==> src/pkg/tsc_pkg.sv <==
// Shared constants and types of the temperature sensor control block
package tsc_pkg;

    // ========================================================
    // Register select codes
    localparam logic [1:0] SEL_TEMP = 2'h0;
    localparam logic [1:0] SEL_CFG  = 2'h1;
    localparam logic [1:0] SEL_LOW  = 2'h2;
    localparam logic [1:0] SEL_HIGH = 2'h3;
    localparam logic [7:0] PTR_RST  = 8'h00;

    // ========================================================
    // Configuration fields, bit positions within the 16-bit word
    localparam int CFG_OS    = 15;
    localparam int CFG_RES_H = 14;
    localparam int CFG_RES_L = 13;
    localparam int CFG_FQ_H  = 12;
    localparam int CFG_FQ_L  = 11;
    localparam int CFG_POL   = 10;
    localparam int CFG_TM    = 9;
    localparam int CFG_SD    = 8;
    localparam int CFG_CR_H  = 7;
    localparam int CFG_CR_L  = 6;
    localparam int CFG_AL    = 5;
    localparam int CFG_EM    = 4;

    // ========================================================
    // Reset values
    localparam logic [15:0] CFG_RST  = 16'h60A0;
    localparam logic [15:0] LOW_RST  = 16'h4B00;  // 75 degrees
    localparam logic [15:0] HIGH_RST = 16'h5000;  // 80 degrees
    localparam logic [1:0]  RES_FIX  = 2'h3;

    // ========================================================
    // Fault queue depths
    localparam logic [2:0] FQ_N0  = 3'h1;
    localparam logic [2:0] FQ_N1  = 3'h2;
    localparam logic [2:0] FQ_N2  = 3'h4;
    localparam logic [2:0] FQ_N3  = 3'h6;

    // ========================================================
    // Timing
    localparam int CNT_W        = 28;
    localparam int CLK_KHZ      = 50_000;
    localparam int CONV_TIME_US = 26_000;
    localparam int RATE0_MS     = 4000;   // 0.25 Hz
    localparam int RATE1_MS     = 1000;   // 1 Hz
    localparam int RATE2_MS     = 250;    // 4 Hz
    localparam int RATE3_MS     = 125;    // 8 Hz
    localparam logic [CNT_W-1:0] CONV_CYC  =
        CNT_W'(CONV_TIME_US * CLK_KHZ / 1000);
    localparam logic [CNT_W-1:0] RATE0_CYC = CNT_W'(RATE0_MS * CLK_KHZ);
    localparam logic [CNT_W-1:0] RATE1_CYC = CNT_W'(RATE1_MS * CLK_KHZ);
    localparam logic [CNT_W-1:0] RATE2_CYC = CNT_W'(RATE2_MS * CLK_KHZ);
    localparam logic [CNT_W-1:0] RATE3_CYC = CNT_W'(RATE3_MS * CLK_KHZ);
    localparam logic [CNT_W-1:0] TMR_LAT   = CNT_W'(2);  // Load plus done

    // ========================================================
    // Conversion sequencer states
    typedef enum logic [1:0]
    {
        ST_CONV = 2'b00,
        ST_WAIT = 2'b01,
        ST_OFF  = 2'b10
    } tsc_state_t;

endpackage

==> src/pkg/tsc_tmr_if.sv <==
// Carrier between the sequencer and the conversion timer
`timescale 1ns/1ps
`default_nettype none
interface tsc_tmr_if;
    logic                      load;
    logic [tsc_pkg::CNT_W-1:0] count;
    logic                      done;
    modport ctl (output load, output count, input done);
    modport tmr (input load, input count, output done);
endinterface
`default_nettype wire

==> src/rtl/tsc_conv_timer.sv <==
// Down counter that times conversions and idle delays
`timescale 1ns/1ps
`default_nettype none
module tsc_conv_timer
(
    input  wire logic   clk,
    input  wire logic   rst,
    tsc_tmr_if.tmr      t
);

    logic [tsc_pkg::CNT_W-1:0] cnt_q;

    // ========================================================
    // Load, count down, pulse done on the last cycle
    always_ff @(posedge clk)
    begin
        if (rst)
        begin
            cnt_q  <= '0;
            t.done <= 1'b0;
        end
        else
        begin
            t.done <= 1'b0;
            if (t.load)
                cnt_q <= t.count;
            else if (cnt_q != '0)
            begin
                cnt_q <= cnt_q - tsc_pkg::CNT_W'(1);
                if (cnt_q == tsc_pkg::CNT_W'(1))
                    t.done <= 1'b1;  // Interval expired
            end
        end
    end

endmodule
`default_nettype wire

==> src/rtl/tsc_sensor_ctl.sv <==
// Temperature sensor conversion sequencer, register file and alert logic
//
// Summary of operation
// After reset or general-call reset a conversion starts at once, 26 ms.
// Rate bits pick 0.25, 1, 4 (default) or 8 Hz; idle between.
// Extended bit picks 13-bit instead of 12-bit for result and limits.
// Shutdown bit ends current conversion then stops; clear keeps converting.
// One-shot write in shutdown runs one conversion; bit reads 0 then 1.
// Each conversion lasts 26 ms.
// Comparator mode: alert at or above high, holds until below low.
// Interrupt mode: alert on crossing a limit, cleared by result read.
// Eight-bit select byte, low two bits pick register, reset to 00.
// Select 0 result, 1 configuration, 2 low limit, 3 high limit.
// Host writes zeros into the upper six select bits.
// Result holds latest conversion, read MSB byte then LSB byte.
// Value left-justified; extended format sets bit 0 of second byte.
// A read may stop after the first result byte.
// Configuration is 16 bits with fixed layout, reset 0x60A0.
// Registers update byte by byte; one-byte write changes only MSB.
// Polarity 0 gives active-low alert, 1 gives active-high.
// Alert needs 1, 2, 4 or 6 consecutive faults per queue field.
// Resolution bits read-only, fixed at 11.
// Alert status bit follows comparator behaviour, inverted by polarity.
// Conversion and delay times counted on the core clock.
`timescale 1ns/1ps
`default_nettype none
module tsc_sensor_ctl
#(
    parameter logic [tsc_pkg::CNT_W-1:0] CONV_CYCLES = tsc_pkg::CONV_CYC,
    parameter logic [tsc_pkg::CNT_W-1:0] RATE0_CYCLES = tsc_pkg::RATE0_CYC,
    parameter logic [tsc_pkg::CNT_W-1:0] RATE1_CYCLES = tsc_pkg::RATE1_CYC,
    parameter logic [tsc_pkg::CNT_W-1:0] RATE2_CYCLES = tsc_pkg::RATE2_CYC,
    parameter logic [tsc_pkg::CNT_W-1:0] RATE3_CYCLES = tsc_pkg::RATE3_CYC
)
(
    input  wire logic        CORE_CLK,
    input  wire logic        RST_N,
    input  wire logic        GC_RESET,
    input  wire logic        WR_STB,
    input  wire logic        WR_PTR,
    input  wire logic [7:0]  WR_DATA,
    input  wire logic        RD_STB,
    input  wire logic        RD_FIRST,
    input  wire logic [12:0] TEMP_IN,
    output logic      [7:0]  RD_DATA,
    output logic             ALERT,
    output logic             CONV_BUSY
);

    // ========================================================
    // Declarations
    logic                 rst;
    logic [12:0]          tin_m_q, tin_s_q;
    logic [7:0]           ptr_q;
    logic [1:0]           wr_idx_q;
    logic                 wr_msb, wr_lsb, os_wr, rd_temp;
    logic                 os_q, pol_q, tm_q, sd_q, em_q;
    logic [1:0]           fq_q, rate_q;
    logic [15:0]          low_q, high_q;
    logic [12:0]          temp_q;
    logic                 oneshot_q;
    tsc_pkg::tsc_state_t  st_q;
    logic                 ld_q;
    logic [tsc_pkg::CNT_W-1:0] ld_cnt_q;
    logic                 conv_done;
    logic signed [12:0]   t_new;
    logic [2:0]           hi_cnt_q, lo_cnt_q, hi_cnt_d, lo_cnt_d, need;
    logic                 hi_trip, lo_trip;
    logic                 cmp_q, int_q, arm_lo_q;
    logic [15:0]          rd_word;

    tsc_tmr_if tmr_if ();

    assign rst = !RST_N || GC_RESET;  // General call resets like power-up

    // ========================================================
    // Functions
    // Limit register to a signed value in the selected format
    function automatic logic signed [12:0] lim_val(input logic [15:0] r,
                                                   input logic em);
        lim_val = em ? r[15:3] : {r[15], r[15:4]};
    endfunction

    // Fault queue field to required consecutive count
    function automatic logic [2:0] fq_need(input logic [1:0] f);
        case (f)
            2'h0:    fq_need = tsc_pkg::FQ_N0;
            2'h1:    fq_need = tsc_pkg::FQ_N1;
            2'h2:    fq_need = tsc_pkg::FQ_N2;
            default: fq_need = tsc_pkg::FQ_N3;
        endcase
    endfunction

    // Idle time between conversions for each rate code
    function automatic logic [tsc_pkg::CNT_W-1:0] gap_cyc(input logic [1:0] r);
        case (r)
            2'h0:    gap_cyc = RATE0_CYCLES - CONV_CYCLES;
            2'h1:    gap_cyc = RATE1_CYCLES - CONV_CYCLES;
            2'h2:    gap_cyc = RATE2_CYCLES - CONV_CYCLES;
            default: gap_cyc = RATE3_CYCLES - CONV_CYCLES;
        endcase
        gap_cyc = gap_cyc - tsc_pkg::TMR_LAT;  // Timer adds two cycles
    endfunction

    // ========================================================
    // Sensor sample synchroniser
    always_ff @(posedge CORE_CLK)
    begin
        tin_m_q <= TEMP_IN;
        tin_s_q <= tin_m_q;
    end

    // ========================================================
    // Select byte and data byte position
    always_ff @(posedge CORE_CLK)
    begin
        if (rst)
        begin
            ptr_q    <= tsc_pkg::PTR_RST;
            wr_idx_q <= 2'h0;
        end
        else if (WR_STB)
        begin
            if (WR_PTR)
            begin
                ptr_q    <= WR_DATA;
                wr_idx_q <= 2'h0;
            end
            else if (wr_idx_q != 2'h2)
                wr_idx_q <= wr_idx_q + 2'h1;
        end
    end

    // Byte strobes; bytes past the second are ignored
    assign wr_msb  = WR_STB && !WR_PTR && (wr_idx_q == 2'h0);
    assign wr_lsb  = WR_STB && !WR_PTR && (wr_idx_q == 2'h1);
    assign os_wr   = wr_msb && (ptr_q[1:0] == tsc_pkg::SEL_CFG)
                     && WR_DATA[tsc_pkg::CFG_OS - 8];
    assign rd_temp = RD_STB && RD_FIRST
                     && (ptr_q[1:0] == tsc_pkg::SEL_TEMP);

    // ========================================================
    // Configuration fields
    always_ff @(posedge CORE_CLK)
    begin
        if (rst)
        begin
            fq_q   <= tsc_pkg::CFG_RST[tsc_pkg::CFG_FQ_H:tsc_pkg::CFG_FQ_L];
            pol_q  <= tsc_pkg::CFG_RST[tsc_pkg::CFG_POL];
            tm_q   <= tsc_pkg::CFG_RST[tsc_pkg::CFG_TM];
            sd_q   <= tsc_pkg::CFG_RST[tsc_pkg::CFG_SD];
            rate_q <= tsc_pkg::CFG_RST[tsc_pkg::CFG_CR_H:tsc_pkg::CFG_CR_L];
            em_q   <= tsc_pkg::CFG_RST[tsc_pkg::CFG_EM];
        end
        else if (ptr_q[1:0] == tsc_pkg::SEL_CFG)
        begin
            if (wr_msb)
            begin
                fq_q  <= WR_DATA[tsc_pkg::CFG_FQ_H-8:tsc_pkg::CFG_FQ_L-8];
                pol_q <= WR_DATA[tsc_pkg::CFG_POL-8];
                tm_q  <= WR_DATA[tsc_pkg::CFG_TM-8];
                sd_q  <= WR_DATA[tsc_pkg::CFG_SD-8];
            end
            if (wr_lsb)
            begin
                rate_q <= WR_DATA[tsc_pkg::CFG_CR_H:tsc_pkg::CFG_CR_L];
                em_q   <= WR_DATA[tsc_pkg::CFG_EM];
            end
        end
    end

    // ========================================================
    // Limit registers, one byte at a time
    always_ff @(posedge CORE_CLK)
    begin
        if (rst)
        begin
            low_q  <= tsc_pkg::LOW_RST;
            high_q <= tsc_pkg::HIGH_RST;
        end
        else
        begin
            if (ptr_q[1:0] == tsc_pkg::SEL_LOW && wr_msb)
                low_q[15:8] <= WR_DATA;
            if (ptr_q[1:0] == tsc_pkg::SEL_LOW && wr_lsb)
                low_q[7:0] <= WR_DATA;
            if (ptr_q[1:0] == tsc_pkg::SEL_HIGH && wr_msb)
                high_q[15:8] <= WR_DATA;
            if (ptr_q[1:0] == tsc_pkg::SEL_HIGH && wr_lsb)
                high_q[7:0] <= WR_DATA;
        end
    end

    // ========================================================
    // Conversion sequencer
    assign conv_done     = (st_q == tsc_pkg::ST_CONV) && tmr_if.done && !ld_q;
    assign tmr_if.load   = ld_q;
    assign tmr_if.count  = ld_cnt_q;

    always_ff @(posedge CORE_CLK)
    begin
        if (rst)
        begin
            st_q      <= tsc_pkg::ST_CONV;
            ld_q      <= 1'b1;
            ld_cnt_q  <= CONV_CYCLES - tsc_pkg::TMR_LAT;
            oneshot_q <= 1'b0;
            os_q      <= tsc_pkg::CFG_RST[tsc_pkg::CFG_OS];
        end
        else
        begin
            ld_q <= 1'b0;
            case (st_q)
                tsc_pkg::ST_CONV:
                begin
                    if (conv_done)
                    begin
                        oneshot_q <= 1'b0;
                        if (oneshot_q)
                            os_q <= 1'b1;
                        if (sd_q)
                            st_q <= tsc_pkg::ST_OFF;
                        else
                        begin
                            st_q     <= tsc_pkg::ST_WAIT;
                            ld_q     <= 1'b1;
                            ld_cnt_q <= gap_cyc(rate_q);
                        end
                    end
                end
                tsc_pkg::ST_WAIT:
                begin
                    if (sd_q)
                        st_q <= tsc_pkg::ST_OFF;
                    else if (tmr_if.done)
                    begin
                        st_q     <= tsc_pkg::ST_CONV;
                        ld_q     <= 1'b1;
                        ld_cnt_q <= CONV_CYCLES - tsc_pkg::TMR_LAT;
                    end
                end
                tsc_pkg::ST_OFF:
                begin
                    if (!sd_q || os_wr)
                    begin
                        st_q      <= tsc_pkg::ST_CONV;
                        ld_q      <= 1'b1;
                        ld_cnt_q  <= CONV_CYCLES - tsc_pkg::TMR_LAT;
                        oneshot_q <= sd_q;
                        if (sd_q)
                            os_q <= 1'b0;
                    end
                end
                default:
                    st_q <= tsc_pkg::ST_CONV;
            endcase
        end
    end

    tsc_conv_timer u_timer
    (
        .clk (CORE_CLK),
        .rst (rst),
        .t   (tmr_if.tmr)
    );

    // ========================================================
    // New sample, limit compares and fault counts
    always_comb
    begin
        t_new    = em_q ? tin_s_q : {tin_s_q[11], tin_s_q[11:0]};
        need     = fq_need(fq_q);
        hi_cnt_d = (t_new >= lim_val(high_q, em_q)) ?
                   ((hi_cnt_q == 3'h6) ? 3'h6 : hi_cnt_q + 3'h1) : 3'h0;
        lo_cnt_d = (t_new < lim_val(low_q, em_q)) ?
                   ((lo_cnt_q == 3'h6) ? 3'h6 : lo_cnt_q + 3'h1) : 3'h0;
        hi_trip  = hi_cnt_d >= need;
        lo_trip  = lo_cnt_d >= need;
    end

    // Result latch, fault counters and comparator state
    always_ff @(posedge CORE_CLK)
    begin
        if (rst)
        begin
            temp_q   <= 13'h0000;
            hi_cnt_q <= 3'h0;
            lo_cnt_q <= 3'h0;
            cmp_q    <= 1'b0;
        end
        else if (conv_done)
        begin
            temp_q   <= t_new;
            hi_cnt_q <= hi_cnt_d;
            lo_cnt_q <= lo_cnt_d;
            if (hi_trip)
                cmp_q <= 1'b1;
            else if (lo_trip)
                cmp_q <= 1'b0;
        end
    end

    // Interrupt latch: set wins over read or shutdown clear
    always_ff @(posedge CORE_CLK)
    begin
        if (rst)
        begin
            int_q    <= 1'b0;
            arm_lo_q <= 1'b0;
        end
        else if (conv_done && !arm_lo_q && hi_trip)
        begin
            int_q    <= 1'b1;
            arm_lo_q <= 1'b1;
        end
        else if (conv_done && arm_lo_q && lo_trip)
        begin
            int_q    <= 1'b1;
            arm_lo_q <= 1'b0;
        end
        else if (rd_temp || (st_q == tsc_pkg::ST_OFF))
            int_q <= 1'b0;
    end

    // ========================================================
    // Read data and alert pin
    always_comb
    begin
        case (ptr_q[1:0])
            tsc_pkg::SEL_TEMP:
                rd_word = em_q ? {temp_q, 3'h1}
                               : {temp_q[11:0], 4'h0};
            tsc_pkg::SEL_CFG:
                rd_word = {os_q, tsc_pkg::RES_FIX, fq_q, pol_q, tm_q,
                           sd_q, rate_q, cmp_q ^ !pol_q, em_q,
                           4'h0};
            tsc_pkg::SEL_LOW:
                rd_word = low_q;
            default:
                rd_word = high_q;
        endcase
    end

    always_ff @(posedge CORE_CLK)
    begin
        if (rst)
        begin
            RD_DATA   <= 8'h00;
            ALERT     <= 1'b1;
            CONV_BUSY <= 1'b1;
        end
        else
        begin
            if (RD_STB)
                RD_DATA <= RD_FIRST ? rd_word[15:8]
                                    : rd_word[7:0];
            ALERT     <= (tm_q ? int_q : cmp_q) ^ !pol_q;
            CONV_BUSY <= st_q == tsc_pkg::ST_CONV;
        end
    end

    // ========================================================
    // Assertions
    a_sel_reset: assert property (@(posedge CORE_CLK)
        $rose(RST_N) |-> ptr_q[1:0] == tsc_pkg::SEL_TEMP)
        else $error("select not cleared by reset");
    a_conv_start: assert property (@(posedge CORE_CLK)
        $rose(RST_N) |-> st_q == tsc_pkg::ST_CONV && ld_q)
        else $error("no conversion started after reset");
    a_alert_pol: assert property (@(posedge CORE_CLK)
        disable iff (rst) ##1 ALERT == ($past(tm_q ? int_q : cmp_q)
        ^ !$past(pol_q)))
        else $error("alert level wrong for polarity");
    a_res_fixed: assert property (@(posedge CORE_CLK)
        disable iff (rst) RD_STB && RD_FIRST
        && ptr_q[1:0] == tsc_pkg::SEL_CFG |=> RD_DATA[6:5] == 2'h3)
        else $error("resolution bits not 11");
    a_em_lsb: assert property (@(posedge CORE_CLK)
        disable iff (rst) RD_STB && !RD_FIRST && em_q
        && ptr_q[1:0] == tsc_pkg::SEL_TEMP |=> RD_DATA[0])
        else $error("extended format bit 0 not set");
    a_os_busy: assert property (@(posedge CORE_CLK)
        disable iff (rst) st_q == tsc_pkg::ST_OFF && sd_q && os_wr
        |=> !os_q && st_q == tsc_pkg::ST_CONV)
        else $error("one-shot did not start");
    a_shut_stop: assert property (@(posedge CORE_CLK)
        disable iff (rst) conv_done && sd_q |=> st_q == tsc_pkg::ST_OFF)
        else $error("shutdown not entered after conversion");
    a_msb_only: assert property (@(posedge CORE_CLK)
        disable iff (rst) wr_msb && ptr_q[1:0] == tsc_pkg::SEL_HIGH
        |=> high_q[7:0] == $past(high_q[7:0]))
        else $error("single byte write touched LSB");
    a_cmp_trip: assert property (@(posedge CORE_CLK)
        disable iff (rst) conv_done && fq_q == 2'h0
        && t_new >= lim_val(high_q, em_q) |=> cmp_q ##1 ALERT == pol_q
        || tm_q)
        else $error("comparator did not trip");
    a_int_clear: assert property (@(posedge CORE_CLK)
        disable iff (rst) rd_temp && !conv_done |=> !int_q)
        else $error("result read did not clear interrupt");

endmodule
`default_nettype wire

==> config.mk <==
export PLATFORM = sky130hd
export DESIGN_NAME = tsc_sensor_ctl
export DESIGN_NICKNAME = d
export VERILOG_FILES = /design/src/pkg/tsc_pkg.sv /design/src/pkg/tsc_tmr_if.sv /design/src/rtl/tsc_conv_timer.sv /design/src/rtl/tsc_sensor_ctl.sv
export SDC_FILE = /design/constraint.sdc
export NUM_CORES = 1
export LEC_CHECK = 0
export BUFFER_PORTS_ARGS = -buffer_cell sky130_fd_sc_hd__buf_2
export CELL_PAD_IN_SITES_DETAIL_PLACEMENT = 1
export CELL_PAD_IN_SITES_GLOBAL_PLACEMENT = 1
export CORE_AREA = 2 2 165 167
export DETAILED_ROUTE_END_ITERATION = 16
export DIE_AREA = 0 0 167 169
export GPL_ROUTABILITY_DRIVEN = 0
export PLACE_DENSITY_LB_ADDON = 0.1
export SLEW_MARGIN = 20
export SYNTH_ARGS = -nofsm -noshare
export SYNTH_HDL_FRONTEND = slang
export SYNTH_HIERARCHICAL = 1
export SYNTH_SLANG_ARGS = --single-unit
==> constraint.sdc <==
create_clock -name CORE_CLK -period 5 [get_ports CORE_CLK]
set_clock_uncertainty 0.1 [all_clocks]
set_input_delay 1 -clock CORE_CLK [delete_from_list [all_inputs] [get_ports CORE_CLK]]
set_output_delay 1 -clock CORE_CLK [all_outputs]
set_load 0.05 [all_outputs]
### Word-level counts from Yosys, hierarchy flattened

Index checks and enable logic that the tools add are counted.

* bits in read-only memories: 0
* register bits: 164
* input port bits: 28
* output and inout port bits: 10
* bits in latches: 0
* memories: 0
* word-level logic and storage cells: 168
* RAM bits: 0

* bitwise gates (word level): 3
* reduce and logical (&&, ||, !) cells: 49
* eq/ne operators: 22
* order comparisons: 4
* multiply operators: 0
* shift-type cells: 0
* add/subtract/negate cells: 5
* muxes and demuxes: 55
* divide/modulo/power cells: 0

Operators by type and width (count)
* $mux 28: 11
* $pmux 28 s3: 2
* $pmux 16 s3: 1
* $eq 28x1->1 const B: 1
* $reduce_bool 28->1: 1
* $sub 28x1->28 const B: 1
* $sub 28x2->28 const B: 1
* $mux 12: 2
* $mux 1: 20
* $logic_and 1x1->1: 17
* $mux 16: 1
* $mux 2: 7
* $ne 2x2->1 const B: 7
* $ge 13x13->1: 1
* $lt 13x13->1: 1
* $mux 13: 1
* $mux 3: 4
* $eq 2x1->1 const B: 5
* $eq 2x2->1 const B: 5
* $logic_not 2->1: 5
* $reduce_and 2->1: 5
* $reduce_bool 2->1: 5
* $pmux 3 s3: 1
* $mux 8: 1
* 18 further kinds: 32

### Depth between registers and ports, before layout

* depth after elaboration: 10
* mapped depth: 19
* gate-level depth less buffers: 15

### Modules after synthesis

Netlist, hierarchy kept.

Modules (own cells, without submodules)
* tsc_sensor_ctl: cells an instance 642, area each 6043.3 um2, times used 1, seq. area each 2482.4 um2
* tsc_conv_timer: cells an instance 201, area each 1741.7 um2, times used 1, seq. area each 580.6 um2

### Worst setup path before layout

Ideal clock, no wire load.

* path type: reg-to-reg
* from: register em_q
* to: register arm_lo_q
* data arrival time: 3.721 ns
* setup time: 0.128 ns
* cell stages (with the launch flop): 19
* buffers on the path: 4
* period minus slack after synthesis: 3.949 ns
* slack: 1.051 ns
* required time: 4.772 ns
* path through: dfxtp_1 buf_2 buf_4 buf_1 buf_2 mux2i_1 ha_1 a21o_1 a2111o_1 a211o_1 o21ai_0 nand3b_1 ha_1 nand2b_1 a21o_1 a21oi_1 nor2_1 o21ai_0 nor2_1

* word-level cells in the longest chain between the ends: 6
* elaborated cells between the ends (all ways): 13
* those cells by class: 4 x order compare; 6 x mux; 3 x reduce/logical

Ends and longest elaborated chain
* from (decl): RTL line tsc_sensor_ctl.sv:57 `logic os_q, pol_q, tm_q, sd_q, em_q;`
* from (signal assigned): RTL line tsc_sensor_ctl.sv:153 `em_q <= tsc_pkg::CFG_RST[tsc_pkg::CFG_EM];`
* from (signal assigned): RTL line tsc_sensor_ctl.sv:167 `em_q <= WR_DATA[tsc_pkg::CFG_EM];`
* $mux 13 / $mux 12 (equally long branches): RTL line tsc_sensor_ctl.sv:271, tsc_sensor_ctl.sv:81
* $ge 13x13->1 / $lt 13x13->1 (equally long branches): RTL line tsc_sensor_ctl.sv:273, tsc_sensor_ctl.sv:275
* $mux 3, on equally long branches: RTL line tsc_sensor_ctl.sv:273, tsc_sensor_ctl.sv:275
* $ge 3x3->1, on equally long branches: RTL line tsc_sensor_ctl.sv:277, tsc_sensor_ctl.sv:278
* $logic_and 1x1->1, on equally long branches: RTL line tsc_sensor_ctl.sv:311, tsc_sensor_ctl.sv:316
* $mux 1 / $reduce_bool 2->1 (equally long branches)
* to (signal assigned): RTL line tsc_sensor_ctl.sv:309 `arm_lo_q <= 1'b0;`
* to (signal assigned): RTL line tsc_sensor_ctl.sv:314 `arm_lo_q <= 1'b1;`
* to (signal assigned): RTL line tsc_sensor_ctl.sv:319 `arm_lo_q <= 1'b0;`
* to (decl): RTL line tsc_sensor_ctl.sv:69 `logic cmp_q, int_q, arm_lo_q;`

Several ways; a longest one is shown, not always the timed one.
A chain may end at the register's enable or synchronous reset.

### Worst setup path after layout

Same ends and word-level chain as after synthesis.

==> flow_metrics.py <==
metrics = {
    "run_status": {
        "status": "completed",
    },
    "power_and_ir_drop": {
        "finalPower_mw": 2.80,
        "ir_drop_mv": 0.198,
        "power_leakage_nw": 3.13,
        "power_density_mw_per_mm2": 315,
    },
    "die": {
        "start_util_pct": 29.4,
        "core-area_mm2": 0.0265,
        "dieArea_mm2": 0.0282,
        "die_y_um": 169,
        "ios": 38,
        "rows": 60,
        "die-width_um": 167,
    },
    "worst_setup_path": {
        "critical_path_arrival_ns": 4.25,
        "max_stage_delay_ns": 0.70,
        "path_buf_inv": 1,
        "crit_fanout": 20,
        "r2r_cells": 16,
        "critPathRequiredTime_ns": 5.18,
        "critPathKind": "register to register",
        "cpMostUsedCell": "o21ai_0",
        "rrSetupSlack_ns": 0.93,
        "setup.worst_path.end": "arm_lo_q",
        "cp-end-kind": "register",
        "r2r-end": "arm_lo_q",
        "crit_cells": 16,
        "worstSetupStartpointType": "register",
        "worst_path_max_delay_cell": "dfxtp_2",
        "crit_chain": "buf_4 > mux2i_1 > ha_1 > a21o_1 > a21oi_1 > o21ai_0 > a211o_1 > o21ai_0 > nand3b_1 > ha_1 > nand2b_1 > a21o_1 > a21oi_1 > nor2_1 > o21ai_0 > nor2_1",
        "timing.rr.start": "em_q",
        "critPathTopFamily": "compound AO/OA/AOI/OAI gates",
        "crit_start": "em_q",
    },
    "layout": {
        "areaGrowthSynthToFinish_pct": 14.0,
        "antenna_cells": 0,
        "stdcell_count": 1225,
        "layout_common_cells": "dfxtp_1 (152), nand2_1 (83), nor2_1 (78)",
        "layout.nets": 949,
        "final_cell_area_mm2": 0.00887,
        "mostFrequentLayoutCell": "dfxtp_1",
        "drive_gt1_share_pct": 15.2,
        "final_util_pct": 33.5,
    },
    "flow_run": {
        "drv_cap": 0,
    },
    "synth": {
        "netlist_instances": 843,
        "syn_area_mm2": 0.00778,
        "seq_area_frac_synth_pct": 39.3,
        "synth_warnings": 6,
        "ys_types": 72,
        "synthFlopType": "dfxtp_1",
        "ys_async_sr_fraction_pct": 0,
        "synth_edf_count": 0,
        "ys_ff_latch": 153,
        "synth_area_per_cell_um2": 9.23,
    },
    "global_route": {
        "grt_busiest_layer": "met2",
        "overflow": 0,
        "track_usage_pct": 17.3,
        "grt_pass1_vias": 6620,
        "grt.met1_usage_pct": 25.7,
        "grt_max_degree": 58,
        "grt_pass1_wl_mm": 38.1,
        "antenna_found_initial": 0,
        "use_met3_pct": 2.17,
        "grtUsageMet2_pct": 25.7,
    },
    "drt": {
        "drc": 0,
        "drt_wl_total_mm": 23.5,
        "firstDrtPassIters": 4,
        "ant_nets": 0,
        "dr.first_iter.drc_count": 376,
        "post_drt_wl_per_cell_um": 19.2,
        "via_count": 6302,
        "via_per_inst": 5.14,
    },
    "sta": {
        "tns_ns": 0,
        "fin_crit_ns": 4.07,
        "rsz0062_at_grt": "false",
        "finalHoldViolations": 0,
        "max_slew_margin_pct": 32.3,
        "min_period_over_period_pct": 81.3,
        "max_clock_freq_mhz": 246,
        "slew_violations": 0,
        "worst_pin_slew_ns": 1.01,
        "setup_viol_count_final": 0,
    },
    "place": {
        "place.port_buffers": 37,
        "place_inst": 1193,
        "placed_area_mm2": 0.00829,
        "dp_hpwl_mm": 17.2,
    },
    "clock_tree": {
        "post_cts_buffers": 0,
        "cts_tree": "built",
        "clk_path_buf_depth": 2,
        "clk_pin_slew_ns": 0.07,
        "htreeDepth": 4,
        "cts_root_buffer": "clkbuf_16",
        "clock-sinks": 153,
        "cts_buffers": 17,
        "clock_latency_ns": 0.43,
        "post_cts_resized": 0,
        "cts-hold-fix-buffers": 0,
    },
    "worst_hold_path": {
        "worstHoldPathCells": 0,
        "hold_class": "register to register",
    },
}
[cell type report]
class,instances,area [um2]
fill,3019,17600
inverter,27,101
tap,341,427
clock inverter,15,156
multi-input combinational,626,4450
clock buffer,17,425
sequential,153,3060
timing repair buffer,46,253
[how the worst min path moves through the flow]
| stage | slack, ns | start | endpoint |
|---|---|---|---|
| after floorplan | 0.21 | tin_m_q[0] | tin_s_q[0] |
| after global placement | 0.21 | tin_m_q[9] | tin_s_q[9] |
| after detailed placement | 0.21 | tin_m_q[4] | tin_s_q[4] |
| after CTS | 0.22 | tin_m_q[10] | tin_s_q[10] |
| after global routing | 0.23 | tin_m_q[10] | tin_s_q[10] |
| final | 0.23 | tin_m_q[10] | tin_s_q[10] |
[per-layer routing]
layer,vias to the layer above,part of all wire [%]
li1,3072,-
met1,3120,54
met2,82,42
met3,28,2.0
met4,0,2.0
met5,-,0
[through the flow]
| stage | hold WS, ns | setup WS [ns] |
|---|---|---|
| final | 0.227 | 0.933 |
| after floorplan | 0.210 | 1.05 |
| after global routing | 0.227 | 0.682 |
| after global placement | 0.211 | 1.15 |
| after CTS | 0.225 | 0.941 |
| after detailed placement | 0.213 | 0.975 |
[sequential cells by signal, summed over array words and instances, names as in the netlist, 2 cells and up]
| signal | count |
|---|---|
| tin_m_q | 13 |
| lo_cnt_q | 3 |
| st_q | 2 |
| ptr_q | 2 |
| fq_q | 2 |
| wr_idx_q | 2 |
| RD_DATA | 8 |
| hi_cnt_q | 3 |
| low_q | 16 |
| temp_q | 13 |
| u_timer/cnt_q | 28 |
| tin_s_q | 13 |
| high_q | 16 |
| ld_cnt_q | 17 |
| rate_q | 2 |
[cells by family (layout without fill, tap and decap cells)]
group / count (synthesis) / in the layout / synth area share (%)
AND/OR/NAND/NOR: 284 / 284 / 18.8
XOR/XNOR: 20 / 20 / 2.25
AO/OA/AOI/OAI: 174 / 174 / 14.4
flip-flops: 153 / 153 / 39.3
other: 2 / 6 / 0.0965
multiplexers: 92 / 92 / 13.3
buffers and inverters: 68 / 105 / 3.74
adder cells (fa/ha/maj): 50 / 50 / 8.04
[synth_stat cells (6+ instances only)]
cell type | instances | area [um2]
dfxtp_1 | 153 | 3060
nand2_1 | 83 | 312
nor2_1 | 78 | 293
a21oi_1 | 74 | 370
mux2i_1 | 71 | 711
ha_1 | 50 | 626
o21ai_0 | 31 | 155
inv_1 | 25 | 93.8
clkbuf_1 | 22 | 82.6
nor3_1 | 22 | 110
nand3_1 | 15 | 75.1
mux2_2 | 13 | 146
xnor2_1 | 13 | 114
buf_2 | 11 | 55.1
nor3b_1 | 10 | 75.1
nand3b_1 | 9 | 67.6
o21ai_2 | 9 | 78.8
or3_1 | 9 | 56.3
mux4_2 | 8 | 180
nand2b_1 | 8 | 50.1
nor4_1 | 7 | 43.8
o211ai_1 | 7 | 52.6
xor2_1 | 7 | 61.3
a21o_1 | 6 | 45.0
and3_1 | 6 | 37.5
o21ai_1 | 6 | 30.0
[report_power, final]
part / leakage, nW / switching, mW / internal (mW)
clock: 0.277 / 0.588 / 0.705
combinational: 1.61 / 0.150 / 0.0860
sequential: 1.25 / 0.0271 / 1.24
total: 3.13 / 0.765 / 2.03
Power figures use the tool's default switching activity.
